===== src/t3crb_pkg.sv =====
// constants for the split-capable reload/capture timer
package t3crb_pkg;
  localparam logic [7:0] T3CRB_RELOAD_LOW_ADDR  = 8'hba;
  localparam logic [7:0] T3CRB_RELOAD_HIGH_ADDR = 8'hbb;
  localparam logic [7:0] T3CRB_COUNT_LOW_ADDR   = 8'hbc;
  localparam logic [7:0] T3CRB_COUNT_HIGH_ADDR  = 8'hbd;
  localparam logic [7:0] T3CRB_BYTE_RESET       = 8'h00;
  localparam logic [7:0] T3CRB_BYTE_ONES        = 8'hff;
  localparam logic [7:0] T3CRB_BYTE_ONE         = 8'h01;
  localparam logic [7:0] T3CRB_UNMAPPED_READ    = 8'h00;
endpackage


===== src/t3crb_timer.sv =====
// split-capable 16-bit timer with reload/capture bytes on the sfr bus
//
// Operation
// - reload/capture low byte, read-write at 0xba
// - reload bytes written take effect immediately
// - capture mode latches count into reload bytes
// - reload/capture high byte, read-write at 0xbb
// - wide mode: 0xbc is count bits 7:0
// - split mode: 0xbc is low counter
// - wide mode: 0xbd is count bits 15:8
// - split mode: 0xbd is high counter
// - split bit selects wide or independent halves
// - high flag set by overflow/capture, software-cleared
// - irq is high flag or enabled low flag
// - run bits enable their half or whole
`timescale 1ns/100ps
module t3crb_timer (
  input  wire logic       sys_clk_i,
  input  wire logic       rstn_i,
  input  wire logic [7:0] sfr_addr_i,
  input  wire logic       sfr_wr_i,
  input  wire logic       sfr_rd_i,
  input  wire logic [7:0] sfr_wdata_i,
  output logic      [7:0] sfr_rdata_o,
  input  wire logic       split_halves_select_i,
  input  wire logic       low_half_run_i,
  input  wire logic       high_half_run_i,
  input  wire logic       low_half_capture_select_i,
  input  wire logic       high_half_capture_select_i,
  input  wire logic       low_half_irq_enable_i,
  input  wire logic       low_capture_event_i,
  input  wire logic       high_capture_event_i,
  input  wire logic       low_flag_clear_i,
  input  wire logic       high_flag_clear_i,
  output logic            low_half_event_flag_o,
  output logic            high_half_event_flag_o,
  output logic            timer_irq_o
);

  logic [7:0] reload_low_reg;
  logic [7:0] reload_low_next;
  logic [7:0] reload_high_reg;
  logic [7:0] reload_high_next;
  logic [7:0] count_low_reg;
  logic [7:0] count_low_next;
  logic [7:0] count_high_reg;
  logic [7:0] count_high_next;
  logic       low_flag_reg;
  logic       low_flag_next;
  logic       high_flag_reg;
  logic       high_flag_next;
  logic [7:0] rdata_reg;
  logic [7:0] rdata_next;

  function automatic logic sfr_hit(input logic [7:0] addr, input logic [7:0] offset);
    sfr_hit = (addr == offset);
  endfunction

  logic wr_reload_low;
  logic wr_reload_high;
  logic wr_count_low;
  logic wr_count_high;

  assign wr_reload_low  = sfr_wr_i && sfr_hit(sfr_addr_i, t3crb_pkg::T3CRB_RELOAD_LOW_ADDR);
  assign wr_reload_high = sfr_wr_i && sfr_hit(sfr_addr_i, t3crb_pkg::T3CRB_RELOAD_HIGH_ADDR);
  assign wr_count_low   = sfr_wr_i && sfr_hit(sfr_addr_i, t3crb_pkg::T3CRB_COUNT_LOW_ADDR);
  assign wr_count_high  = sfr_wr_i && sfr_hit(sfr_addr_i, t3crb_pkg::T3CRB_COUNT_HIGH_ADDR);

  always_comb begin
    logic        low_wrap;
    logic        high_wrap;
    logic        set_low;
    logic        set_high;
    logic [15:0] wide_sum;
    low_wrap        = 1'b0;
    high_wrap       = 1'b0;
    set_low         = 1'b0;
    set_high        = 1'b0;
    wide_sum        = {count_high_reg, count_low_reg} + 16'h0001;
    reload_low_next  = reload_low_reg;
    reload_high_next = reload_high_reg;
    count_low_next   = count_low_reg;
    count_high_next  = count_high_reg;
    // no shadow copy: a write lands in the byte at once
    if (wr_reload_low) begin
      reload_low_next = sfr_wdata_i;
    end
    if (wr_reload_high) begin
      reload_high_next = sfr_wdata_i;
    end
    if (!split_halves_select_i) begin
      // wide: low-half controls govern the whole counter
      low_wrap  = low_half_run_i && (count_low_reg == t3crb_pkg::T3CRB_BYTE_ONES);
      high_wrap = low_wrap && (count_high_reg == t3crb_pkg::T3CRB_BYTE_ONES);
      if (low_half_run_i) begin
        {count_high_next, count_low_next} = wide_sum;
      end
      if (low_half_capture_select_i) begin
        // low flag acts as a 17th bit in wide capture
        set_low = high_wrap;
        if (low_capture_event_i) begin
          reload_low_next  = count_low_reg;
          reload_high_next = count_high_reg;
          set_high         = 1'b1;
        end
      end else begin
        set_low = low_wrap;
        if (high_wrap) begin
          count_low_next  = reload_low_reg;
          count_high_next = reload_high_reg;
          set_high        = 1'b1;
        end
      end
    end else begin
      low_wrap  = low_half_run_i && (count_low_reg == t3crb_pkg::T3CRB_BYTE_ONES);
      high_wrap = high_half_run_i && (count_high_reg == t3crb_pkg::T3CRB_BYTE_ONES);
      if (low_half_run_i) begin
        count_low_next = count_low_reg + t3crb_pkg::T3CRB_BYTE_ONE;
      end
      if (high_half_run_i) begin
        count_high_next = count_high_reg + t3crb_pkg::T3CRB_BYTE_ONE;
      end
      if (low_half_capture_select_i) begin
        if (low_capture_event_i) begin
          reload_low_next = count_low_reg;
          set_low         = 1'b1;
        end
      end else if (low_wrap) begin
        count_low_next = reload_low_reg;
        set_low        = 1'b1;
      end
      if (high_half_capture_select_i) begin
        if (high_capture_event_i) begin
          reload_high_next = count_high_reg;
          set_high         = 1'b1;
        end
      end else if (high_wrap) begin
        count_high_next = reload_high_reg;
        set_high        = 1'b1;
      end
    end
    // software writes to the count override counting in that cycle
    if (wr_count_low) begin
      count_low_next = sfr_wdata_i;
    end
    if (wr_count_high) begin
      count_high_next = sfr_wdata_i;
    end
    // set beats clear so an event in the clearing cycle survives
    low_flag_next  = set_low || (low_flag_reg && !low_flag_clear_i);
    high_flag_next = set_high || (high_flag_reg && !high_flag_clear_i);
  end

  always_comb begin
    rdata_next = rdata_reg;
    if (sfr_rd_i) begin
      unique case (sfr_addr_i)
        t3crb_pkg::T3CRB_RELOAD_LOW_ADDR:  rdata_next = reload_low_reg;
        t3crb_pkg::T3CRB_RELOAD_HIGH_ADDR: rdata_next = reload_high_reg;
        t3crb_pkg::T3CRB_COUNT_LOW_ADDR:   rdata_next = count_low_reg;
        t3crb_pkg::T3CRB_COUNT_HIGH_ADDR:  rdata_next = count_high_reg;
        default:                           rdata_next = t3crb_pkg::T3CRB_UNMAPPED_READ;
      endcase
    end
  end

  always_ff @(posedge sys_clk_i or negedge rstn_i) begin
    if (!rstn_i) begin
      reload_low_reg  <= t3crb_pkg::T3CRB_BYTE_RESET;
      reload_high_reg <= t3crb_pkg::T3CRB_BYTE_RESET;
      count_low_reg   <= t3crb_pkg::T3CRB_BYTE_RESET;
      count_high_reg  <= t3crb_pkg::T3CRB_BYTE_RESET;
      low_flag_reg    <= 1'b0;
      high_flag_reg   <= 1'b0;
      rdata_reg       <= t3crb_pkg::T3CRB_BYTE_RESET;
    end else begin
      reload_low_reg  <= reload_low_next;
      reload_high_reg <= reload_high_next;
      count_low_reg   <= count_low_next;
      count_high_reg  <= count_high_next;
      low_flag_reg    <= low_flag_next;
      high_flag_reg   <= high_flag_next;
      rdata_reg       <= rdata_next;
    end
  end

  assign sfr_rdata_o            = rdata_reg;
  assign low_half_event_flag_o  = low_flag_reg;
  assign high_half_event_flag_o = high_flag_reg;
  assign timer_irq_o = high_flag_reg || (low_flag_reg && low_half_irq_enable_i);

endmodule


===== config.mk =====
export PLATFORM = sky130hd
export DESIGN_NAME = t3crb_timer
export DESIGN_NICKNAME = d
export VERILOG_FILES = /design/src/t3crb_pkg.sv /design/src/t3crb_timer.sv
export SDC_FILE = /design/constraint.sdc
export NUM_CORES = 1
export LEC_CHECK = 0
export BUFFER_PORTS_ARGS = -buffer_cell sky130_fd_sc_hd__buf_2
export CAP_MARGIN = 5
export CORE_ASPECT_RATIO = 0.9
export CORE_MARGIN = 1.5
export CORE_UTILIZATION = 57
export DETAILED_ROUTE_END_ITERATION = 8
export PLACE_DENSITY = 0.8
export SYNTH_ARGS = -nofsm -noshare
export SYNTH_HDL_FRONTEND = slang
export SYNTH_SLANG_ARGS = --single-unit

===== constraint.sdc =====
create_clock -name sys_clk_i -period 2.1 [get_ports sys_clk_i]
set_input_delay 0.525 -clock sys_clk_i [delete_from_list [all_inputs] [get_ports sys_clk_i]]
set_output_delay 0.525 -clock sys_clk_i [all_outputs]
set_load 0.005 [all_outputs]

==> flow_summary_export.csv, run 1 <==
group,metric,value,unit
synthesis,synth_nets,351,
die,std_cell_rows,23,
cells_and_area,drive_gt1_share,21.7,%
timing,finalCritPeriodShare,94.0,%
global_route,busiest_layer,"met2",
cells_and_area,diodes,0,
synthesis,ys_seq_elements,42,
synthesis,yosys_warnings,0,
placed_design,place.gp.congestion,0.921,
worst_setup_path,cp.arrival,2.20,ns
worst_setup_path,critical_path_class,"register to register",
global_route,grt_pass1_vias,2594,
power,total_power,2880,uW
global_route,grtUsageMet3,4.87,%
timing,fin_crit,1.97,ns
synthesis,synthAdderAreaFrac,0.896,%
routing,dr.pass1.iters,5,
cells_and_area,fillers,351,
worst_setup_path,r2r_cells,7,
synthesis,async_reset_ff_share,100,%
die,placeableCoreArea,4580,um2
clock_network,cts_made_buffers,5,
global_route,overflow,0,
global_route,use_met1,42.4,%
cells_and_area,fin_nets,399,
synthesis,synth_compound_area_share,20.1,%
synthesis,syn_area_per_cell,8.75,um2
power,p_sw,1130,uW
global_route,grt_first_pass_wirelength,12900,um
synthesis,synth_top_family_by_area,"compound AO/OA/AOI/OAI gates",
global_route,use_met2,48.6,%
clock_network,ctsHoldBuffers,0,
routing,totalWireLength,7610,um
timing,slew_violations,0,
worst_setup_path,r2r_start,"count_high_reg[0]",
clock_network,clkLatencyLatePin,0.31,ns
routing,drt_iter0_markers,400,
synthesis,synthFlopType,"dfrtp_1",
clock_network,h-tree-depth,2,
cells_and_area,layout_commonest_cell,"dfrtp_1",
run_status,status,"complete, no violations",
clock_network,root_buffer,"clkbuf_8",
worst_setup_path,worstPathRequired,2.33,ns
placed_design,io_buffer_count,40,
worst_setup_path,crit_path_cell_trace,"ha_1, nand4_1, buf_4, nor3_1, nor2_1, o31a_1, o21ai_1",
worst_setup_path,crit_fanout,5,
synthesis,synth_edf_count,0,
timing,worst_slew_pin_slew,0.527,ns
clock_network,cts_tree,"yes",
worst_setup_path,reg2reg_to,"count_high_reg[0]",
min_path,hold_path_class,"primary input to asynchronous set/reset pin",
power,ir_worst_vdd,0.000833,V
worst_setup_path,start_kind,"register",
clock_network,ctsLongestPathBuffers,2,
timing,fin_skew,0.0155,ns
global_route,grt_usage,30.2,%
die,die_area,5330,um2
clock_network,clkTransAtPathRegs,0.10,ns
routing,vias,2731,
timing,finalHoldViolCount,0,
synthesis,synthMuxAreaShare,8.65,%
worst_setup_path,rrSetupSlack,0.13,ns
global_route,antenna_found_initial,0,
power,p_sw_share,39.2,%
worst_setup_path,cp-end-kind,"register",
clock_network,clkSinkCount,42,
synthesis,ys_seq_area_share,37.7,%
cells_and_area,final_cell_mix,"dfrtp_1, buf_2, nand2_1, nor2_1, mux2i_1",
cells_and_area,area_delta_synth_final,15.5,%
synthesis,synthXorXnorAreaFrac,5.96,%
synthesis,synth.distinct_cells,52,
power,pwr-share-comb,34.5,%
power,power_frac_clock,19.4,%
synthesis,yosys.area_share.simple,19.5,%
timing,max_slew_margin,64.9,%
die,die_height,69.4,um
timing,fmax,507,MHz
die,start_util,61.0,%
global_route,grt_max_degree,23,
synthesis,synth_area,2790,um2
synthesis,synth_cells,319,
routing,drtAntennaViolNets,0,
die,io-pin-count,41,
worst_setup_path,cp_slowest_cell,"dfrtp_1",
power,power_frac_seq,46.2,%
timing,setup_tns,0,ns
die,fp.dieW,76.8,um
worst_setup_path,slowest_delay,0.38,ns
job,max-cap-violations,0,
placed_design,dp_hpwl,5610,um
routing,routedWlPerCell,17.7,um
timing,setup_viol_count_final,0,
routing,routed_via_density,6.35,
power,powerDensity,892,nW/um2
routing,drc_errors,0,
power,p_int,1750,uW
power,p_leak,0.00143,uW
-- cell families after synthesis --
| family | Yosys count |
|---|---|
| multiplexers | 24 |
| AO/OA/AOI/OAI | 85 |
| buffers and inverters | 37 |
| AND/OR/NAND/NOR | 110 |
| flip-flops | 42 |
| adder cells (fa/ha/maj) | 2 |
| XOR/XNOR | 19 |
-- what timing repair did --
| item | CTS | global route |
|---|---|---|
| resized for setup | 0 | 1 |
| hold endpoints to repair | 0 | 0 |
| buffers inserted | 0 | 0 |
| setup endpoints to repair | 0 | 1 |
-- through the flow --
step | setup slack [ns] | hold WS, ns | instances | utilization [%] | instance area, um2
floorplan | 0.219 | 0.229 | 319 | - | 2790
global placement | 0.0184 | 0.513 | 422 | 68.3 | 3120
detailed placement | 0.0251 | 0.518 | 422 | 68.3 | 3120
CTS | 0.148 | 0.198 | 430 | 70.3 | 3220
global route | -0.00776 | 0.223 | 430 | 70.5 | 3220
finish | 0.127 | 0.185 | 430 | 70.5 | 3220
-- routing by layer --
layer	routed length (um)	vias up	share of wire [%]
met5	0	-	0
met4	138	0	1.8
met3	623	22	8.2
met2	3520	148	46
met1	3330	1308	44
li1	-	1253	-
-- synth_stat cells, types with 2 or more instances --
master	count	share of area, %
dfrtp_1	42	38
nand2_1	36	4.8
nor2_1	29	3.9
mux2i_1	23	8.2
a21oi_1	16	2.9
inv_1	14	1.9
o21ai_0	14	2.5
xnor2_1	11	3.5
a221oi_1	8	2.5
a22oi_1	8	2.2
o22ai_1	8	1.8
xor2_1	8	2.5
nand3_1	7	1.3
nand4_1	7	1.6
o21ai_1	7	1.3
a211oi_1	6	1.6
clkbuf_1	6	0.81
buf_2	5	0.90
buf_4	5	1.3
nor3_1	5	0.90
nor2b_1	4	0.90
o31ai_1	4	1.1
and3_1	3	0.67
a221o_1	2	0.72
a311oi_1	2	0.63
a31oi_1	2	0.45
and2_1	2	0.45
and4_1	2	0.63
and4b_1	2	0.72
buf_1	2	0.27
buf_6	2	0.81
buf_8	2	1.1
ha_1	2	0.90
nand2b_1	2	0.45
nor4_1	2	0.45
o211ai_1	2	0.54
or3_1	2	0.45
-- area by class of cell --
cell class	instances	area, um2	share of cell area, %
multi-input cells	240	1540	47.9
flip-flops and latches	42	1050	32.6
repair buffers	64	405	12.6
well taps	62	77.6	2.41
clock buffers	5	68.8	2.13
inverters	14	52.6	1.63
clock inverters	3	25.0	0.776
-- critical path: cells and delay by family (launching register included) --
| kind | cells | cell delay (ns) |
|---|---|---|
| flip-flops | 1 | 0.38 |
| buffers and inverters | 1 | 0.19 |
| adder cells (fa/ha/maj) | 1 | 0.28 |
| AO/OA/AOI/OAI | 2 | 0.40 |
| AND/OR/NAND/NOR | 3 | 0.65 |
-- power by group through the flow --
stage	combinational, uW	sequential, uW	clock [uW]
2_1_floorplan	753	1220	0
3_3_place_gp	929	1320	0
3_5_place_dp	966	1330	0
4_1_cts	974	1310	559
5_1_grt	1090	1350	590
6_report	991	1330	557
-- worst max-delay path by stage --
stage                      startpoint                 to  slack (ns)
floorplan            count_low_reg[0]  count_high_reg[5]        0.22
global placement       low_half_run_i  count_high_reg[6]        0.02
detailed placement     low_half_run_i  count_high_reg[4]        0.03
CTS                 count_high_reg[0]  count_high_reg[0]        0.15
global route         count_low_reg[0]  count_high_reg[4]      -0.008
finish              count_high_reg[0]  count_high_reg[0]        0.13
Note: power is estimated with default switching activity, not from simulation.
==> inputs of run 2 (changes only) <==
- CORE_UTILIZATION: 57 -> 56
- PLACE_DENSITY: 0.8 -> 0.78
==> flow_summary_export.csv, run 2 (synthesis results as in run 1) <==
group,metric,value,unit
run_status,status,"complete, no violations",
timing,fin_skew,0.0144,ns
die,placeableCoreArea,4830,um2
cells_and_area,fin_nets,401,
placed_design,io_buffer_count,40,
worst_setup_path,crit_fanout,9,
die,die_area,5420,um2
worst_setup_path,worstPathRequired,2.28,ns
placed_design,dp_hpwl,5990,um
timing,max_slew_margin,67.7,%
routing,drtAntennaViolNets,0,
die,die_height,70.0,um
cells_and_area,fin_util,67.6,%
clock_network,h-tree-depth,2,
placed_design,pre_cts_slack,0.0396,ns
timing,rsz0062_at_grt,"false",
cells_and_area,drive_gt1_share,21.9,%
routing,dr.pass1.iters,7,
routing,drc_errors,0,
worst_setup_path,worst-path-buf-inv,0,
worst_setup_path,crit_path_cell_trace,"nand4_1, or3_1, nor2_1, a211oi_1, a221o_1",
timing,slew_violations,0,
timing,setup_ws,0.0702,ns
die,io-pin-count,41,
power,p_leak,0.00146,uW
timing,setup_viol_count_final,0,
worst_setup_path,cp-end-kind,"register",
timing,setup_tns,0,ns
worst_setup_path,critical_path_class,"register to register",
placed_design,placed_cell_area,3130,um2
clock_network,clkSinkCount,42,
worst_setup_path,slowest_delay,0.58,ns
job,max-cap-violations,0,
worst_setup_path,cp_slowest_cell,"or3_1",
die,fp.dieW,77.4,um
cells_and_area,multiInputGateArea,1540,um2
power,ir_worst_vdd,0.000669,V
global_route,grt_usage,31.6,%
clock_network,cts_tree,"yes",
cells_and_area,final_cell_mix,"dfrtp_1, buf_2, nand2_1, nor2_1, buf_4",
global_route,grt_max_degree,20,
routing,totalWireLength,8020,um
cells_and_area,diodes,0,
timing,fmax,493,MHz
clock_network,clkLatencyLatePin,0.31,ns
worst_setup_path,cp.arrival,2.21,ns
timing,finalHoldViolCount,0,
routing,routed_via_density,6.27,
die,std_cell_rows,24,
global_route,grt_first_pass_wirelength,13400,um
clock_network,root_buffer,"clkbuf_8",
die,start_util,57.7,%
clock_network,ctsLongestPathBuffers,2,
routing,routedWlPerCell,18.4,um
worst_setup_path,start_kind,"register",
placed_design,place.gp.congestion,0.974,
cells_and_area,stdcell_area,3270,um2
worst_setup_path,cp_top_family,"simple AND/OR/NAND/NOR gates",
clock_network,clkTransAtPathRegs,0.10,ns
cells_and_area,fillers,395,
global_route,grt_pass1_vias,2664,
global_route,overflow,0,
min_path,hold_path_class,"primary input to asynchronous set/reset pin",
clock_network,ctsHoldBuffers,0,
power,powerDensity,949,nW/um2
cells_and_area,layout_commonest_cell,"dfrtp_1",
cells_and_area,register_area,1050,um2
routing,drt_iter0_markers,481,
global_route,antenna_found_initial,0,
clock_network,post_cts_buffers,0,
clock_network,ctsResizeCount,0,
routing,vias,2729,
timing,finalCritPeriodShare,96.7,%
clock_network,cts_made_buffers,5,
timing,fin_crit,2.03,ns
timing,worst_slew_pin_slew,0.485,ns
cells_and_area,area_delta_synth_final,17.1,%
==> run 2: cell types whose count changed in the layout (fill, tap and decap cells not counted), sizes merged <==
cell / previous run / this run
buf: 64 / 66
bufinv: 0 / 2
clkinvlp: 1 / 0
inv: 15 / 14
==> run 2: worst paths after layout <==
check / startpoint / slack [ns] / cells after the start / to
setup / recovery: count_high_reg[6] / 0.07 / 5 / count_high_reg[5]
hold / removal: rstn_i / 0.17 / 1 / sfr_rdata_o[1]
max in group asynchronous: rstn_i / 1.36 / 2 / count_high_reg[1]
hold reg to reg: sfr_rdata_o[6] / 0.53 / 2 / sfr_rdata_o[6]
setup reg to reg: count_high_reg[6] / 0.07 / 5 / count_high_reg[5]
min in group sys_clk_i: high_flag_clear_i / 0.40 / 2 / high_half_event_flag_o
==> run 2: cell type report <==
type	instances	area share (%)
Clock inverter	3	2.11
Inverter	14	1.61
Tap cell	65	2.49
Sequential cell	42	32.2
Multi-Input combinational cell	240	47.1
Timing Repair Buffer	66	12.5
Clock buffer	5	2.11
==> run 2: metrics by stage <==
step	hold WS (ns)	std cells	total power (uW)
global route	0.192	435	3260
global placement	0.504	427	2240
floorplan	0.229	319	1970
detailed placement	0.503	427	2290
CTS	0.178	435	3060
finish	0.167	435	3100
==> run 2: worst register-to-register path, delay by kind of cell, from the launching register on <==
kind            cells  cell delay, ns
compound gates      2            0.37
simple gates        3            1.01
flops               1            0.54
==> run 2: per-layer routing <==
metal | up-vias | wire, um | track usage [%]
li1 | 1256 | - | -
met1 | 1279 | 3440 | 45.6
met2 | 160 | 3660 | 48.9
met3 | 34 | 682 | 5.36
met4 | 0 | 241 | 9.09
met5 | - | 0 | 0
==> run 2: report_power, final <==
part           internal [uW]  switching (uW)  total (uW)
Clock                    477             312         788
Sequential              1030             321        1350
Combinational            457             504         961
==> inputs of run 3 (changes only) <==
- CTS_BUF_LIST: not set -> sky130_fd_sc_hd__clkbuf_4 sky130_fd_sc_hd__clkbuf_8 sky130_fd_sc_hd__clkbuf_16
- PLACE_DENSITY: 0.78 -> 0.84
==> flow_summary_export.csv, run 3 (synthesis results as in run 1) <==
group,metric,value,unit
timing,finalHoldViolCount,0,
worst_setup_path,rrSetupSlack,0.12,ns
cells_and_area,diodes,0,
die,start_util,57.7,%
cells_and_area,fillers,402,
worst_setup_path,crit_fanout,3,
global_route,grt_first_pass_wirelength,13000,um
clock_network,h-tree-depth,2,
worst_setup_path,crit_path_cell_trace,"ha_1, nand4_1, buf_4, nor4_1, xor2_1, a211oi_1, a311oi_1",
cells_and_area,layout_commonest_cell,"dfrtp_1",
die,die_height,70.0,um
clock_network,cts_tree,"yes",
routing,routed_via_density,6.28,
die,die_area,5420,um2
die,io-pin-count,41,
timing,slew_violations,0,
timing,fmax,505,MHz
die,fp.dieW,77.4,um
die,placeableCoreArea,4830,um2
clock_network,cts_made_buffers,5,
routing,vias,2731,
timing,finalCritPeriodShare,94.2,%
clock_network,clkSinkCount,42,
power,powerDensity,879,nW/um2
clock_network,post_cts_buffers,0,
placed_design,place.gp.congestion,0.882,
timing,fin_skew,0.00844,ns
global_route,antenna_found_initial,0,
cells_and_area,final_cell_mix,"dfrtp_1, buf_2, nand2_1, nor2_1, buf_4",
clock_network,ctsLongestPathBuffers,2,
timing,setup_viol_count_final,0,
routing,drtAntennaViolNets,0,
cells_and_area,fin_nets,402,
worst_setup_path,cp-end-kind,"register",
cells_and_area,register_area,1050,um2
routing,drc_errors,0,
worst_setup_path,slowest_delay,0.40,ns
cells_and_area,drive_gt1_share,22.2,%
cells_and_area,area_delta_synth_final,15.5,%
worst_setup_path,cp_top_family,"simple AND/OR/NAND/NOR gates",
power,ir_worst_vdd,0.000538,V
routing,totalWireLength,7920,um
routing,dr.pass1.iters,5,
timing,timing.hold.ws,0.284,ns
clock_network,clkLatencyLatePin,0.30,ns
routing,routedWlPerCell,18.2,um
global_route,grt_usage,30.9,%
worst_setup_path,cp.arrival,2.19,ns
global_route,grt_pass1_vias,2647,
placed_design,place_inst,428,
timing,max_slew_margin,63.0,%
run_status,status,"complete, no violations",
worst_setup_path,critical_path_class,"register to register",
die,std_cell_rows,24,
global_route,grt_max_degree,43,
placed_design,io_buffer_count,40,
timing,worst_slew_pin_slew,0.554,ns
placed_design,dp_hpwl,5720,um
cells_and_area,fin_cells,435,
timing,rsz0062_at_grt,"false",
worst_setup_path,cp_slowest_cell,"nor4_1",
timing,fin_crit,1.98,ns
cells_and_area,multiInputGateArea,1540,um2
global_route,overflow,0,
clock_network,root_buffer,"clkbuf_8",
min_path,hold_path_class,"primary input to asynchronous set/reset pin",
worst_setup_path,worstPathRequired,2.31,ns
routing,drt_iter0_markers,248,
power,p_leak,0.00144,uW
worst_setup_path,worst-path-buf-inv,1,
job,max-cap-violations,0,
worst_setup_path,start_kind,"register",
clock_network,clkTransAtPathRegs,0.08,ns
run 3: cell count changes in the layout (fill, tap and decap cells not counted):
cell,change
bufinv_16,-2
clkinv_2,+2
buf_4,+1
clkinv_4,-1
nor4_1,-1
nor4_2,+1
run 3: cell type report:
class	instances	share of cell area, %
multi-input cells	240	47.9
well taps	65	2.52
repair buffers	67	12.9
inverters	14	1.63
flip-flops and latches	42	32.6
clock inverters	2	0.311
clock buffers	5	2.14
run 3: where the power goes:
part,internal [uW],total (uW),switching (uW)
sequential,1030,1320,285
combinational,476,996,521
clock,224,521,297
run 3: path summary, 6_finish.rpt:
check                                  start                endpoint  cells after the start
min                                   rstn_i  high_half_event_flag_o                      2
min reg2reg                   sfr_rdata_o[0]          sfr_rdata_o[0]                      2
min in group sys_clk_i     high_flag_clear_i  high_half_event_flag_o                      2
max reg2reg                 count_low_reg[0]       count_high_reg[6]                      7
max                         count_low_reg[0]       count_high_reg[6]                      7
max in group asynchronous             rstn_i        count_low_reg[2]                      2
run 3: worst reg2reg max path: stages (launching register included):
cell      delay, ns
dfrtp_1        0.35
ha_1           0.18
nand4_1        0.21
buf_4          0.22
nor4_1         0.40
xor2_1         0.21
a211oi_1       0.07
a311oi_1       0.25
run 3: what timing repair did:
action	4_1_cts	5_1_grt
endpoints found under the setup margin	0	1
resized for setup	0	1
hold buffers	0	0
endpoints found under the hold margin	0	0
run 3: per-layer routing:
| metal | GRT usage [%] | part of all wire (%) | vias to the layer above |
|---|---|---|---|
| li1 | - | - | 1252 |
| met1 | 42.5 | 44 | 1294 |
| met2 | 47.7 | 46 | 154 |
| met3 | 5.23 | 6.6 | 31 |
| met4 | 14.1 | 3.5 | 0 |
| met5 | 0 | 0 | - |
run 3: metrics by stage:
stage | setup WS, ns | setup TNS (ns) | total power [uW] | area, um2 | util [%]
2_1_floorplan | 0.219 | 0 | 1970 | 2790 | -
3_3_place_gp | 0.0576 | 0 | 2230 | 3140 | 64.9
3_5_place_dp | -0.00925 | -0.00925 | 2290 | 3140 | 64.9
4_1_cts | 0.119 | 0 | 2810 | 3220 | 66.5
5_1_grt | 0.00658 | 0 | 3010 | 3220 | 66.7
6_report | 0.121 | 0 | 2830 | 3220 | 66.7
